<file path="config.mk">
export PLATFORM = sky130hd
export DESIGN_NAME = spipin_top
export DESIGN_NICKNAME = d
export VERILOG_FILES = /design/src/inc/spipin_pkg.sv /design/src/rtl/spipin_fifo.sv /design/src/rtl/spipin_top.sv
export SDC_FILE = /design/constraint.sdc
export NUM_CORES = 1
export LEC_CHECK = 0
export BUFFER_PORTS_ARGS = -buffer_cell sky130_fd_sc_hd__buf_2
export CORE_MARGIN = 8
export CORE_UTILIZATION = 64
export CTS_CLUSTER_DIAMETER = 120
export DETAILED_ROUTE_END_ITERATION = 12
export PLACE_DENSITY = 0.84
export SLEW_MARGIN = 0
export SYNTH_ARGS = -nofsm -noshare
export SYNTH_HDL_FRONTEND = slang
export SYNTH_SLANG_ARGS = --single-unit
export TNS_END_PERCENT = 100
</file>
<file path="constraint.sdc">
create_clock -name clk_sys -period 8.1 [get_ports clk_sys]
set_clock_uncertainty 0.2 [all_clocks]
set_input_delay 1.62 -clock clk_sys [delete_from_list [all_inputs] [get_ports clk_sys]]
set_output_delay 1.62 -clock clk_sys [all_outputs]
set_load 0.01 [all_outputs]
</file>
<file path="src/inc/spipin_pkg.sv">
// shared constants and carriers for the spi pin port
package spipin_pkg;

    // data word and buffer shape
    localparam int DATA_W = 8;
    localparam int FIFO_DEPTH = 16;
    localparam int BIT_CNT_W = 4;
    localparam int BITS_PER_WORD = 8;

    // pin positions in the shared port vectors
    localparam int PIN_SCLK = 0; // port_e_line_four
    localparam int PIN_MOSI = 1; // port_e_line_five
    localparam int PIN_MISO = 2; // port_e_line_six
    localparam int PIN_SS = 3; // port_e_line_seven
    localparam int PIN_CNT = 4;

    // idle fill word and reset value
    localparam logic [DATA_W-1:0] IDLE_WORD = 8'h00;
    localparam logic [DATA_W-1:0] DATA_RST = 8'h00;

    // master serial clock timing
    localparam int CLK_PERIOD_NS = 10;
    localparam int SCLK_HALF_NS = 40;
    localparam int SCLK_HALF_CYC = (SCLK_HALF_NS + CLK_PERIOD_NS - 1) / CLK_PERIOD_NS;
    localparam int DIV_W = 8;

    // one pin driver: level and enable
    typedef struct packed {
        logic o;
        logic oe;
    } spipin_pin_t;

    // static configuration from the surrounding logic
    typedef struct packed {
        logic master;
        logic [PIN_CNT-1:0] gpio_sel;
        logic [PIN_CNT-1:0] gpio_dir;
        logic [PIN_CNT-1:0] gpio_out;
    } spipin_cfg_t;

    // transfer sequencer states
    typedef enum logic [2:0] {
        ST_IDLE = 3'h1,
        ST_SHIFT = 3'h2,
        ST_FAULT = 3'h4
    } spipin_state_t;

endpackage : spipin_pkg

</file>
<file path="src/rtl/spipin_fifo.sv">
`timescale 1ns/10ps
`default_nettype none
// synchronous word fifo with valid/ready on both sides
module spipin_fifo #(
    parameter int WIDTH = 8,
    parameter int DEPTH = 16
) (
    // clock and reset
    input wire logic clk_sys,
    input wire logic srst,
    // filling side
    input wire logic in_valid,
    output logic in_ready,
    input wire logic [WIDTH-1:0] in_data,
    // draining side
    output logic out_valid,
    input wire logic out_ready,
    output logic [WIDTH-1:0] out_data
);
    localparam int AW = $clog2(DEPTH);

    logic [WIDTH-1:0] mem [DEPTH]; // word storage
    logic [AW-1:0] wr_ptr_r; // next slot to write
    logic [AW-1:0] rd_ptr_r; // oldest word
    logic [AW:0] cnt_r; // words held
    logic [AW:0] cnt_nxt;
    logic full_r; // registered full flag
    logic empty_r; // registered empty flag
    logic push;
    logic pop;

    // handshakes come from the registered flags
    assign in_ready = !full_r;
    assign out_valid = !empty_r;
    assign out_data = mem[rd_ptr_r];
    assign push = in_valid && !full_r;
    assign pop = out_ready && !empty_r;
    assign cnt_nxt = cnt_r + (AW+1)'(push) - (AW+1)'(pop);

    // storage write, no reset needed
    always_ff @(posedge clk_sys)
    begin
        if (push)
        begin
            mem[wr_ptr_r] <= in_data;
        end
    end

    // pointers, count and flags
    always_ff @(posedge clk_sys)
    begin
        if (srst)
        begin
            wr_ptr_r <= '0;
            rd_ptr_r <= '0;
            cnt_r <= '0;
            full_r <= 1'h0;
            empty_r <= 1'h1;
        end
        else
        begin
            if (push)
            begin
                wr_ptr_r <= wr_ptr_r + AW'(1);
            end
            if (pop)
            begin
                rd_ptr_r <= rd_ptr_r + AW'(1);
            end
            cnt_r <= cnt_nxt;
            full_r <= (cnt_nxt == (AW+1)'(DEPTH));
            empty_r <= (cnt_nxt == '0);
        end
    end

endmodule : spipin_fifo
`default_nettype wire

</file>
<file path="src/rtl/spipin_top.sv">
`timescale 1ns/10ps
`default_nettype none
// Behaviour
// miso input as master, driven as slave
// unselected slave releases miso to high impedance
// mosi driven as master, input as slave
// mosi bit stable half period before capture
// master drives serial clock out
// slave takes serial clock as data clock
// master uses select only for arbitration
// slave works only while selected
// pins come up in spi function after reset
// general-purpose pins individually input or output
// select is active low
// select low in master: release, flag fault
module spipin_top (
    // clock and reset
    input wire logic clk_sys,
    input wire logic srst,
    // configuration
    input wire spipin_pkg::spipin_cfg_t cfg,
    // transmit stream into the buffer
    input wire logic tx_valid,
    input wire logic [spipin_pkg::DATA_W-1:0] tx_data,
    output logic tx_ready,
    // receive stream
    output logic rx_valid,
    output logic [spipin_pkg::DATA_W-1:0] rx_data,
    // status
    output logic mode_fault,
    input wire logic mode_fault_clr,
    output logic busy,
    // pin inputs
    input wire logic sclk_i,
    input wire logic mosi_i,
    input wire logic miso_i,
    input wire logic ss_n_i,
    // pin drivers
    output spipin_pkg::spipin_pin_t sclk_pin,
    output spipin_pkg::spipin_pin_t mosi_pin,
    output spipin_pkg::spipin_pin_t miso_pin,
    output spipin_pkg::spipin_pin_t ss_pin,
    // synchronised pin levels for general-purpose reads
    output logic [spipin_pkg::PIN_CNT-1:0] gpio_in
);
    localparam int DW = spipin_pkg::DATA_W;

    logic [spipin_pkg::PIN_CNT-1:0] pin_meta_r; // first sync stage only
    logic [spipin_pkg::PIN_CNT-1:0] pin_sync_r; // second sync stage
    logic sclk_prev_r; // previous synchronised clock level
    spipin_pkg::spipin_state_t state_r;
    spipin_pkg::spipin_state_t state_nxt;
    logic [DW-1:0] tx_sh_r; // outgoing shift register
    logic [DW-1:0] rx_sh_r; // incoming shift register
    logic [spipin_pkg::BIT_CNT_W-1:0] cnt_r; // bits captured in this word
    logic [spipin_pkg::DIV_W-1:0] div_r; // half period counter
    logic sclk_r; // master clock level
    logic mode_fault_r;
    logic rx_valid_r;
    logic [DW-1:0] rx_data_r;
    logic busy_r;
    logic fifo_valid;
    logic [DW-1:0] fifo_data;
    logic ss_n_eff; // select as seen by the spi logic
    logic fault_now; // another master holds the bus
    logic half_done;
    logic rise;
    logic fall;
    logic din;
    logic word_done;
    logic load;
    logic pop;

    // function picks the spi or port drive of one pin
    function automatic spipin_pkg::spipin_pin_t pin_drive(
        input logic sel, input logic dir, input logic gout, input logic so, input logic soe);
        spipin_pkg::spipin_pin_t p;
        p.o = sel ? gout : so;
        p.oe = sel ? dir : soe;
        return p;
    endfunction : pin_drive

    // transmit buffer between the user and the shifter
    spipin_fifo #(
        .WIDTH(DW),
        .DEPTH(spipin_pkg::FIFO_DEPTH)
    ) u_tx_fifo (
        .clk_sys(clk_sys),
        .srst(srst),
        .in_valid(tx_valid),
        .in_ready(tx_ready),
        .in_data(tx_data),
        .out_valid(fifo_valid),
        .out_ready(pop),
        .out_data(fifo_data)
    );

    // two-stage synchroniser for all four pins
    always_ff @(posedge clk_sys)
    begin
        if (srst)
        begin
            // idle levels: select high, clock low, so no false clock edge follows reset
            pin_meta_r <= 4'h8;
            pin_sync_r <= 4'h8;
            sclk_prev_r <= 1'h0;
        end
        else
        begin
            pin_meta_r <= {ss_n_i, miso_i, mosi_i, sclk_i};
            pin_sync_r <= pin_meta_r;
            sclk_prev_r <= pin_sync_r[spipin_pkg::PIN_SCLK];
        end
    end

    // select is low-active; a port-function select pin reads as idle
    assign ss_n_eff = cfg.gpio_sel[spipin_pkg::PIN_SS] | pin_sync_r[spipin_pkg::PIN_SS];
    // as master the select only signals a competing master
    assign fault_now = cfg.master && !ss_n_eff;
    assign half_done = (div_r == spipin_pkg::DIV_W'(spipin_pkg::SCLK_HALF_CYC - 1));
    assign word_done = (cnt_r == spipin_pkg::BIT_CNT_W'(spipin_pkg::BITS_PER_WORD));
    assign din = cfg.master ? pin_sync_r[spipin_pkg::PIN_MISO] : pin_sync_r[spipin_pkg::PIN_MOSI];

    // capture and shift strobes: own divider as master, sampled clock as slave
    always_comb
    begin
        if (cfg.master)
        begin
            rise = (state_r == spipin_pkg::ST_SHIFT) && !fault_now && half_done && !sclk_r;
            fall = (state_r == spipin_pkg::ST_SHIFT) && !fault_now && half_done && sclk_r;
        end
        else
        begin
            rise = (state_r == spipin_pkg::ST_SHIFT) && !ss_n_eff
                && pin_sync_r[spipin_pkg::PIN_SCLK] && !sclk_prev_r;
            fall = (state_r == spipin_pkg::ST_SHIFT) && !ss_n_eff
                && !pin_sync_r[spipin_pkg::PIN_SCLK] && sclk_prev_r;
        end
    end

    // sequencer next state
    always_comb
    begin
        state_nxt = state_r;
        case (state_r)
            spipin_pkg::ST_IDLE:
            begin
                if (fault_now)
                    state_nxt = spipin_pkg::ST_FAULT;
                else if (cfg.master ? fifo_valid : !ss_n_eff)
                    state_nxt = spipin_pkg::ST_SHIFT;
            end
            spipin_pkg::ST_SHIFT:
            begin
                if (fault_now)
                    state_nxt = spipin_pkg::ST_FAULT;
                else if (!cfg.master && ss_n_eff)
                    state_nxt = spipin_pkg::ST_IDLE;
                else if (cfg.master && fall && word_done)
                    state_nxt = spipin_pkg::ST_IDLE;
            end
            spipin_pkg::ST_FAULT:
            begin
                if (!cfg.master || (!mode_fault_r && ss_n_eff))
                    state_nxt = spipin_pkg::ST_IDLE;
            end
            default:
            begin
                state_nxt = spipin_pkg::ST_IDLE;
            end
        endcase
    end

    // new word: at the start of a transfer, or a slave's next word after eight bits
    assign load = ((state_r == spipin_pkg::ST_IDLE) && (state_nxt == spipin_pkg::ST_SHIFT))
        || (!cfg.master && fall && word_done && (state_nxt == spipin_pkg::ST_SHIFT));
    assign pop = load && fifo_valid;

    // state register
    always_ff @(posedge clk_sys)
    begin
        if (srst)
            state_r <= spipin_pkg::ST_IDLE;
        else
            state_r <= state_nxt;
    end

    // master clock divider and level, low between words; counting starts in the first shift cycle
    // so the first bit also gets a full half period ahead of the first rise
    always_ff @(posedge clk_sys)
    begin
        if (srst || !cfg.master || state_r != spipin_pkg::ST_SHIFT || state_nxt != spipin_pkg::ST_SHIFT)
        begin
            div_r <= '0;
            sclk_r <= 1'h0;
        end
        else if (state_r == spipin_pkg::ST_SHIFT && half_done)
        begin
            div_r <= '0;
            sclk_r <= !sclk_r;
        end
        else
        begin
            div_r <= div_r + spipin_pkg::DIV_W'(1);
        end
    end

    // shifters: first bit out on load, next bits on falling edges, capture on rising
    always_ff @(posedge clk_sys)
    begin
        if (srst)
        begin
            tx_sh_r <= spipin_pkg::DATA_RST;
            rx_sh_r <= spipin_pkg::DATA_RST;
            cnt_r <= '0;
        end
        else
        begin
            if (load)
            begin
                tx_sh_r <= fifo_valid ? fifo_data : spipin_pkg::IDLE_WORD;
                cnt_r <= '0;
            end
            else if (fall)
            begin
                tx_sh_r <= {tx_sh_r[DW-2:0], 1'h0};
            end
            else if (rise)
            begin
                rx_sh_r <= {rx_sh_r[DW-2:0], din};
                cnt_r <= cnt_r + spipin_pkg::BIT_CNT_W'(1);
            end
        end
    end

    // received word, one-cycle strobe on the eighth capture
    always_ff @(posedge clk_sys)
    begin
        if (srst)
        begin
            rx_valid_r <= 1'h0;
            rx_data_r <= spipin_pkg::DATA_RST;
        end
        else
        begin
            rx_valid_r <= rise && (cnt_r == spipin_pkg::BIT_CNT_W'(spipin_pkg::BITS_PER_WORD - 1));
            if (rise)
                rx_data_r <= {rx_sh_r[DW-2:0], din};
        end
    end

    // sticky mode fault, a new fault wins over the clear
    always_ff @(posedge clk_sys)
    begin
        if (srst)
            mode_fault_r <= 1'h0;
        else if (fault_now)
            mode_fault_r <= 1'h1;
        else if (mode_fault_clr)
            mode_fault_r <= 1'h0;
    end

    // pin drivers; reset leaves every pin undriven in its spi function
    always_ff @(posedge clk_sys)
    begin
        if (srst)
        begin
            sclk_pin <= '0;
            mosi_pin <= '0;
            miso_pin <= '0;
            ss_pin <= '0;
            busy_r <= 1'h0;
        end
        else
        begin
            // port function: per-pin direction and level
            sclk_pin <= pin_drive(cfg.gpio_sel[0], cfg.gpio_dir[0], cfg.gpio_out[0],
                sclk_r, cfg.master && !fault_now && state_r != spipin_pkg::ST_FAULT);
            mosi_pin <= pin_drive(cfg.gpio_sel[1], cfg.gpio_dir[1], cfg.gpio_out[1],
                tx_sh_r[DW-1], cfg.master && !fault_now && state_r != spipin_pkg::ST_FAULT);
            miso_pin <= pin_drive(cfg.gpio_sel[2], cfg.gpio_dir[2], cfg.gpio_out[2],
                tx_sh_r[DW-1], !cfg.master && !ss_n_eff);
            ss_pin <= pin_drive(cfg.gpio_sel[3], cfg.gpio_dir[3], cfg.gpio_out[3], 1'h0, 1'h0);
            busy_r <= (state_nxt == spipin_pkg::ST_SHIFT);
        end
    end

    // outputs straight from flip-flops
    assign rx_valid = rx_valid_r;
    assign rx_data = rx_data_r;
    assign mode_fault = mode_fault_r;
    assign busy = busy_r;
    assign gpio_in = pin_sync_r;
endmodule : spipin_top
`default_nettype wire

</file>
==> flow_summary.ini, run 1 <==
[global_routing]
grt_first_pass_wirelength_um = 25100
antenna_found_initial = 0
use_met3_pct = 3.23
grt_util_met2_pct = 34.4
grt_remaining_overflow = 0
grt_max_degree = 58
met1_usage_pct = 23.5
gr-max-usage-layer = met2
grt_pass1_vias = 4884
grtUsageTotal_pct = 19.6

[floorplanning]
die_w_um = 128
die_area_um2 = 16500
row_count = 41
fp.coreArea_um2 = 12500
num_io_pins = 53
initial_core_util_pct = 64.9
fp.dieH_um = 128

[clock_tree]
cts_sinks = 206
cts_hold_buffers = 0
tritoncts = built
cts_root_buffer = clkbuf_16
cts_resized = 0
clk_pin_slew_worst_paths_ns = 0.06
numCtsBuffers = 20
h-tree-depth = 1
clkLatencyLatePin_ns = 0.49
clockBufferDepth = 3
cts_setup_buffers = 0

[timing]
tightest_slew_ns = 1.12
relSlewSlack_pct = 24.8
rsz0062_at_grt = no
setup_slack_ns = 3.51
hold_violations = 0
slew_violations = 0
fmaxAchievable_ghz = 0.218
fin_tns_setup_ns = 0
timing.final.crit_share_pct = 56.7
setup_violations = 0
min_period_ns = 4.59

[flow_run]
max-cap-violations = 0

[power_and_ir_drop]
power.density_nw_per_um2 = 268
finalPower_mw = 2.45
power_leakage_nw = 3.14
ir_drop_mv = 0.201

[placement]
pre_cts_slack_ns = 3.02
place_area_um2 = 8480
place.port_buffers = 52
gp_congestion = 0.848
place_inst = 772
post-dp-hpwl_um = 10400

[synthesis]
async_flop_share_pct = 0
synth_top_cell_by_area = edfxtp_1
syn-cell-area_um2 = 8090
synthFlopType = edfxtp_1
yosysSeqAreaShare_pct = 66.8
synth.most_common_cell = edfxtp_1
postSynthCellCount = 570
synth_edf_count = 128
synth_top_area_share_pct = 47.5
yosysWarnings = 0
avgSynthCellArea_um2 = 14.2
synth_commonest_cells = edfxtp_1 (128), dfxtp_1 (78), nor2_1 (49), nand2_1 (40), a21oi_1 (33)
yosysUniqueCellTypes = 52
syn_nets = 613
ys_ff_latch = 206
synth_area_leaders = edfxtp_1 (48%), dfxtp_1 (19%), mux4_2 (8.9%), nor2_1 (2.3%), a21oi_1 (2.0%)

[layout]
fin_nets = 665
syn_to_final_growth_pct = 13.2
post-route-cell-area_um2 = 9160
n_antenna_cell = 0
layout-drive-gt1-share_pct = 21.1
instances_no_fill = 807
num-fill-cells = 781

[detailed_routing]
ant_nets = 0
viasPerCell = 5.97
dr_total_vias = 4821
first_iter_violations = 421
firstDrtPassIters = 7
drc_errors = 0
wl_per_cell_um = 19.7
routed_wl_um = 15900

[critical_path]
critPathArrivalTime_ns = 4.76
critical_path_required_ns = 8.26
path_class = in -> reg
endpoint_kind = flip-flop
crit_fanout = 11
start_kind = primary input

[outcome]
outcome = finished clean

[hold_path]
min_path_type = reg -> reg
## layout make-up
| type | instances | area (µm²) | share of cell area, % |
|---|---|---|---|
| repair buffers | 57 | 298 | 3.25 |
| inverters | 14 | 52.6 | 0.574 |
| well taps | 172 | 215 | 2.35 |
| multi-input cells | 323 | 2510 | 27.4 |
| clock buffers | 27 | 589 | 6.44 |
| clock inverters | 8 | 83.8 | 0.915 |
| flip-flops and latches | 206 | 5410 | 59.0 |
## placed cells by master, fill, tap and decap left out, types with 8 or more instances in the layout
cell type	instances
nand2_1	40
edfxtp_1	128
ha_1	13
o221ai_1	13
mux4_2	32
dfxtp_1	78
o22ai_1	8
or3_1	8
nor2b_1	15
inv_1	14
clkbuf_16	22
nor2_2	8
buf_2	52
a21oi_1	33
nor2_1	49
xor2_1	10
o21ai_0	12
## metrics by stage
step | hold slack [ns] | util, %
2_1_floorplan | 0.189 | -
3_3_place_gp | 0.211 | 68.1
3_5_place_dp | 0.214 | 68.1
4_1_cts | 0.227 | 73.5
5_1_grt | 0.233 | 73.5
6_report | 0.220 | 73.5
## flip-flops by register name, indices dropped and copies added (netlist names), 2 cells and up, named ones only
name / cells
cnt_r: 4
div_r: 8
gpio_in: 4
miso_pin: 2
mosi_pin: 2
pin_meta_r: 4
rx_data: 8
rx_sh_r: 7
sclk_pin: 2
ss_pin: 2
state_r: 3
tx_sh_r: 8
u_tx_fifo.cnt_r: 5
u_tx_fifo.mem: 128
u_tx_fifo.rd_ptr_r: 4
u_tx_fifo.wr_ptr_r: 4
## worst max-delay path: stages
cell and delay (ns):
buf_2 0.17, or3_1 0.45, a311o_1 0.38, a211oi_2 0.50
ha_1 0.22, inv_1 0.04, ha_1 0.20, fa_1 0.41
a21o_1 0.19, a21oi_1 0.17, xnor2_1 0.14, nor2_1 0.08
and2_1 0.19
## worst paths after layout
path / startpoint / to / slack [ns] / depth (start not counted)
worst max-delay path: cfg[12] / u_tx_fifo.full_r / 3.51 / 13
worst min-delay path: pin_meta_r[3] / gpio_in[3] / 0.22 / 1
worst max register to register: div_r[0] / u_tx_fifo.full_r / 4.24 / 14
worst min register to register: pin_meta_r[3] / gpio_in[3] / 0.22 / 1
## cells by family after synthesis
family          share of synthesized area [%]
flops                                    66.8
simple gates                             10.4
compound gates                           6.96
buf+inv                                  2.09
mux                                      9.65
xor+xnor                                 1.84
fa+ha+maj                                2.26
## routing by layer
| layer | wire length (µm) | vias to the layer above |
|---|---|---|
| li1 | - | 2227 |
| met1 | 6420 | 2359 |
| met2 | 7940 | 196 |
| met3 | 1050 | 39 |
| met4 | 503 | 0 |
| met5 | 0 | - |
## power breakdown
| part | switching (mW) | internal (mW) | total (mW) |
|---|---|---|---|
| combinational | 0.175 | 0.131 | 0.305 |
| clock | 0.360 | 0.571 | 0.931 |
| sequential | 0.0363 | 1.18 | 1.22 |
| total | 0.571 | 1.88 | 2.45 |
No activity file was read; power rests on OpenSTA's default activity.
==> inputs of run 2 (changes only) <==
--- a/config.mk
+++ b/config.mk
@@ -7,10 +7,10 @@
 export LEC_CHECK = 0
 export BUFFER_PORTS_ARGS = -buffer_cell sky130_fd_sc_hd__buf_2
 export CORE_MARGIN = 8
-export CORE_UTILIZATION = 64
+export CORE_UTILIZATION = 60
 export CTS_CLUSTER_DIAMETER = 120
 export DETAILED_ROUTE_END_ITERATION = 12
-export PLACE_DENSITY = 0.84
+export PLACE_DENSITY = 0.79
 export SLEW_MARGIN = 0
 export SYNTH_ARGS = -nofsm -noshare
 export SYNTH_HDL_FRONTEND = slang
==> constraint.sdc (replaced) <==
create_clock -name clk_sys -period 4.8 [get_ports clk_sys]
set_clock_uncertainty 0.2 [all_clocks]
set_input_delay 0.96 -clock clk_sys [delete_from_list [all_inputs] [get_ports clk_sys]]
set_output_delay 0.96 -clock clk_sys [all_outputs]
set_load 0.01 [all_outputs]
==> run 2 against run 1 <==
  * Register-to-register slack worse by 3.2 ns
  * Die area is 5.8% higher
  * Clock power is 63% higher
  * Sequential share of layout area hardly changed
  * Critical path type unchanged
  * Critical endpoint unchanged
  * Largest cell class unchanged
==> flow_summary.ini, run 2 (synthesis gave the netlist of run 1 again) <==
[outcome]
outcome = finished clean

[floorplanning]
num_io_pins = 53
fp.dieH_um = 132
fp.coreArea_um2 = 13200
die_area_um2 = 17500
initial_core_util_pct = 61.3
die_w_um = 132
row_count = 42

[timing]
fin_tns_setup_ns = 0
tightest_slew_ns = 1.01
timing.final.crit_share_pct = 78.3
rsz0062_at_grt = no
min_period_ns = 3.76
relSlewSlack_pct = 32.9
hold_violations = 0
setup_violations = 0
slew_violations = 0
fmaxAchievable_ghz = 0.266

[layout]
n_antenna_cell = 0
mostFrequentLayoutCells = edfxtp_1 (128), dfxtp_1 (78), buf_2 (52)
layout-drive-gt1-share_pct = 21.6
layout_commonest_cell = edfxtp_1
multiInputGateArea_um2 = 2510
top_register = u_tx_fifo.mem
regArea_um2 = 5410
num-fill-cells = 875
final_core_util_pct = 69.4
syn_to_final_growth_pct = 13.2
fin_nets = 668
largest_register_ffs = 128

[global_routing]
grt_max_degree = 58
grt_pass1_vias = 5058
grt_remaining_overflow = 0
antenna_found_initial = 0
grt_first_pass_wirelength_um = 26000
grtUsageTotal_pct = 18.5

[clock_tree]
cts_hold_buffers = 0
cts_resized = 0
numCtsBuffers = 21
cts_sinks = 206
h-tree-depth = 1
clockBufferDepth = 3
cts_root_buffer = clkbuf_16
clkLatencyLatePin_ns = 0.48
tritoncts = built
clk_pin_slew_worst_paths_ns = 0.06
cts_setup_buffers = 0

[hold_path]
min_path_type = reg -> reg

[critical_path]
crit_fanout = 11
critical_path_required_ns = 4.97
path_class = in -> reg
cpPeakStageDelay_ns = 0.44
cp_cell_sequence = buf_2 > or3_1 > a311o_1 > a211oi_2 > buf_4 > ha_1 > inv_1 > ha_1 > fa_1 > a21o_1 > a21oi_1 > xnor2_1 > nor2_1 > and2_1
endpoint_kind = flip-flop
critPathArrivalTime_ns = 3.93
start_kind = primary input
critPathBufInv = 3
crit_top_cell = ha_1
crit_family = compound AO/OA/AOI/OAI gates
cp_slowest_cell = or3_1

[detailed_routing]
first_iter_violations = 462
drc_errors = 0
firstDrtPassIters = 5
viasPerCell = 6.01
ant_nets = 0
wl_per_cell_um = 19.9
dr_total_vias = 4891
routed_wl_um = 16200

[flow_run]
max-cap-violations = 0

[placement]
place.port_buffers = 52
gp_congestion = 0.830
post-dp-hpwl_um = 10800

[power_and_ir_drop]
ir_drop_mv = 0.380
power.density_nw_per_um2 = 447
power_leakage_nw = 3.14
-- run 2: path summary, 6_finish.rpt --
check,startpoint,to,slack [ns],depth (start not counted)
min,pin_meta_r[3],gpio_in[3],0.22,1
max,cfg[12],u_tx_fifo.full_r,1.04,14
max reg2reg,div_r[0],u_tx_fifo.full_r,1.05,15
min reg2reg,pin_meta_r[3],gpio_in[3],0.22,1
-- run 2: per-stage QoR --
stage / cell area [µm²] / std cells / total power [mW] / hold slack [ns] / setup slack, ns
global placement: 8500 / 778 / 2.56 / 0.206 / 0.695
CTS: 9160 / 814 / 4.12 / 0.220 / 1.05
finish: 9160 / 814 / 4.09 / 0.220 / 1.04
detailed placement: 8500 / 778 / 2.60 / 0.204 / 0.583
global route: 9160 / 814 / 4.25 / 0.235 / 0.903
floorplan: 8090 / 570 / 2.44 / 0.189 / 0.772
-- run 2: where the power goes --
group | total (mW) | internal, mW | leakage, nW | switching [mW]
combinational | 0.512 | 0.224 | 1.03 | 0.288
sequential | 2.06 | 1.99 | 1.79 | 0.0683
clock | 1.52 | 0.901 | 0.320 | 0.619
total | 4.09 | 3.11 | 3.14 | 0.975
-- run 2: area by class of cell --
class	instances	area share (%)
Tap cell	176	2.41
Inverter	14	0.574
Multi-Input combinational cell	323	27.5
Clock inverter	3	0.205
Sequential cell	206	59.0
Timing Repair Buffer	59	3.42
Clock buffer	33	6.90
-- run 2: layer usage --
layer / wire (µm) / part of all wire (%) / vias to the layer above / global-route usage (%)
met5: 0 / 0 / - / 0
met4: 450 / 2.8 / 0 / 7.02
met3: 1050 / 6.5 / 40 / 3.77
met2: 8280 / 51 / 190 / 32.8
met1: 6400 / 40 / 2423 / 21.8
li1: - / - / 2238 / -
==> inputs of run 3 (changes only) <==
--- a/config.mk
+++ b/config.mk
@@ -5,6 +5,7 @@
 export SDC_FILE = /design/constraint.sdc
 export NUM_CORES = 1
 export LEC_CHECK = 0
+export ABC_AREA = 1
 export BUFFER_PORTS_ARGS = -buffer_cell sky130_fd_sc_hd__buf_2
 export CORE_MARGIN = 8
 export CORE_UTILIZATION = 60
==> constraint.sdc (replaced) <==
create_clock -name clk_sys -period 3.5 [get_ports clk_sys]
set_clock_uncertainty 0.2 [all_clocks]
set_input_delay 0.7 -clock clk_sys [delete_from_list [all_inputs] [get_ports clk_sys]]
set_output_delay 0.7 -clock clk_sys [all_outputs]
set_load 0.01 [all_outputs]
==> run 3 against run 2 <==
  * First-iteration DRC count up 49%
  * Sequential power increased by 36%
  * Critical path type is now reg -> reg
  * Highest routed layer unchanged
  * Sequential share of layout area fell by 1.9 points
  * Synthesized cell count up 48%
  * Critical endpoint unchanged
  * Utilization shrank 0.69 points
  * Hold slack lost 0.017 ns
==> flow_summary.ini, run 3 <==
[outcome]
outcome = finished clean

[layout]
final_core_util_pct = 68.7
layout-drive-gt1-share_pct = 12.7
syn_to_final_growth_pct = 12.5
post-route-cell-area_um2 = 9470
n_antenna_cell = 0
layout_commonest_cell = nand2_1
fin_nets = 933
largest_register_ffs = 128
instances_no_fill = 1083
mostFrequentLayoutCells = nand2_1 (218), edfxtp_1 (128), nand3_1 (123)
top_register = u_tx_fifo.mem
num-fill-cells = 1029

[clock_tree]
h-tree-depth = 1
cts_root_buffer = clkbuf_16
cts_sinks = 206
clkLatencyLatePin_ns = 0.48
cts_resized = 0
numCtsBuffers = 21
tritoncts = built
cts_hold_buffers = 0
clockBufferDepth = 3
clk_pin_slew_worst_paths_ns = 0.06
cts_setup_buffers = 0

[critical_path]
critPathArrivalTime_ns = 3.11
start_kind = flip-flop
critical_path_required_ns = 3.72
crit_fanout = 5
endpoint_kind = flip-flop
r2r-start = cnt_r[0]
reg2regPathDepth = 17
r2r-end = u_tx_fifo.full_r
r2r_slack_ns = 0.61
path_class = reg -> reg

[placement]
gp_congestion = 0.860
place_area_um2 = 8790
place_inst = 1047
place.port_buffers = 52
post-dp-hpwl_um = 11200

[floorplanning]
fp.coreArea_um2 = 13800
die_area_um2 = 18100
initial_core_util_pct = 61.1
row_count = 43
die_w_um = 134
num_io_pins = 53
fp.dieH_um = 134

[power_and_ir_drop]
power.density_nw_per_um2 = 647
power_leakage_nw = 3.68
finalPower_mw = 6.12
ir_drop_mv = 0.558

[synthesis]
syn-cell-area_um2 = 8420
synth.most_common_cell = nand2_1
synth_top_cell_by_area = edfxtp_1
synthFlopType = edfxtp_1
synth_edf_count = 128
synth_commonest_cells = nand2_1 (218), edfxtp_1 (128), nand3_1 (123), nor2_1 (86), dfxtp_1 (78)
yosysSeqAreaShare_pct = 64.2
syn_nets = 885
async_flop_share_pct = 0
synth_top_area_share_pct = 45.7
yosysUniqueCellTypes = 35
yosysWarnings = 0
avgSynthCellArea_um2 = 10.0
postSynthCellCount = 842
synth_area_leaders = edfxtp_1 (46%), dfxtp_1 (19%), nand2_1 (9.7%), nand3_1 (7.3%), nor2_1 (3.8%)
ys_ff_latch = 206

[detailed_routing]
routed_wl_um = 18300
route.met3.wl_um = 1470
wl_per_cell_um = 16.9
wl_met2_um = 8830
met1_length_um = 7660
ant_nets = 0
first_iter_violations = 690
viasPerCell = 5.58
drc_errors = 0
firstDrtPassIters = 7
dr_total_vias = 6040
maxUsedRoutingLayer = met4

[timing]
fmaxAchievable_ghz = 0.346
setup_violations = 0
fin_tns_setup_ns = 0
min_period_ns = 2.89
rsz0062_at_grt = no
tightest_slew_ns = 1.14
hold_violations = 0
timing.final.crit_share_pct = 82.7
slew_violations = 0
relSlewSlack_pct = 23.7

[hold_path]
hold_depth = 2
min_path_type = reg -> reg
hp-start = pin_meta_r[1]
min_to = gpio_in[1]

[global_routing]
grt_first_pass_wirelength_um = 28800
grt_max_degree = 65
antenna_found_initial = 0
grt_remaining_overflow = 0
grtUsageTotal_pct = 19.8
grt_pass1_vias = 5653

[flow_run]
max-cap-violations = 0
run 3: logic make-up (layout without fill, tap and decap cells):
group,count (synthesis),in the layout,synth area share [%]
XOR/XNOR,15,15,1.56
buffers and inverters,89,150,4.59
AO/OA/AOI/OAI,57,57,3.66
adder cells (fa/ha/maj),14,14,2.17
flip-flops,206,206,64.2
AND/OR/NAND/NOR,461,461,23.8
run 3: worst max path at each step:
| stage | startpoint | slack [ns] | cells past startpoint | end |
|---|---|---|---|---|
| 6_report | cnt_r[0] | 0.61 | 17 | u_tx_fifo.full_r |
| 4_1_cts | cnt_r[0] | 0.63 | 17 | u_tx_fifo.full_r |
| 3_5_place_dp | cfg[12] | 0.25 | 17 | u_tx_fifo.full_r |
| 2_1_floorplan | cfg[12] | 0.51 | 17 | u_tx_fifo.full_r |
| 3_3_place_gp | cfg[12] | 0.34 | 17 | u_tx_fifo.full_r |
| 5_1_grt | cnt_r[0] | 0.44 | 17 | u_tx_fifo.full_r |
run 3: power by group:
part / switching, mW / leakage (nW) / internal [mW]
Sequential: 0.0670 / 1.79 / 2.73
Combinational: 0.773 / 1.56 / 0.366
Clock: 0.880 / 0.329 / 1.30
run 3: metrics by stage:
stage	hold slack, ns	setup slack (ns)
floorplan	0.188	0.507
global placement	0.189	0.336
detailed placement	0.195	0.255
CTS	0.203	0.634
global route	0.207	0.439
finish	0.203	0.606
run 3: final cells by class:
class                           instances  area, µm²  share of cell area (%)
Tap cell                              180        225                    2.38
Multi-Input combinational cell        547       2630                    27.7
Clock buffer                           29        618                    6.53
Inverter                               53        204                    2.15
Clock inverter                          7       58.8                   0.621
Sequential cell                       206       5410                    57.1
Timing Repair Buffer                   61        328                    3.46
run 3: layer usage:
layer  track usage (%)  vias up
li1                  -     2912
met1              26.7     2837
met2              32.6      257
met3              3.10       34
met4              5.74        0
met5                 0        -
run 3: worst max-delay path, stage by stage, from the launching register on:
cell,delay (ns)
dfxtp_1,0.37
inv_1,0.08
ha_1,0.19
nand2_1,0.06
nor2_1,0.06
nand3_1,0.11
nand2_2,0.08
nand2_2,0.07
inv_1,0.09
ha_1,0.29
inv_1,0.04
ha_1,0.20
fa_1,0.42
nand3_1,0.10
nand2_1,0.07
xor2_1,0.18
nand2_1,0.10
nor2_1,0.13
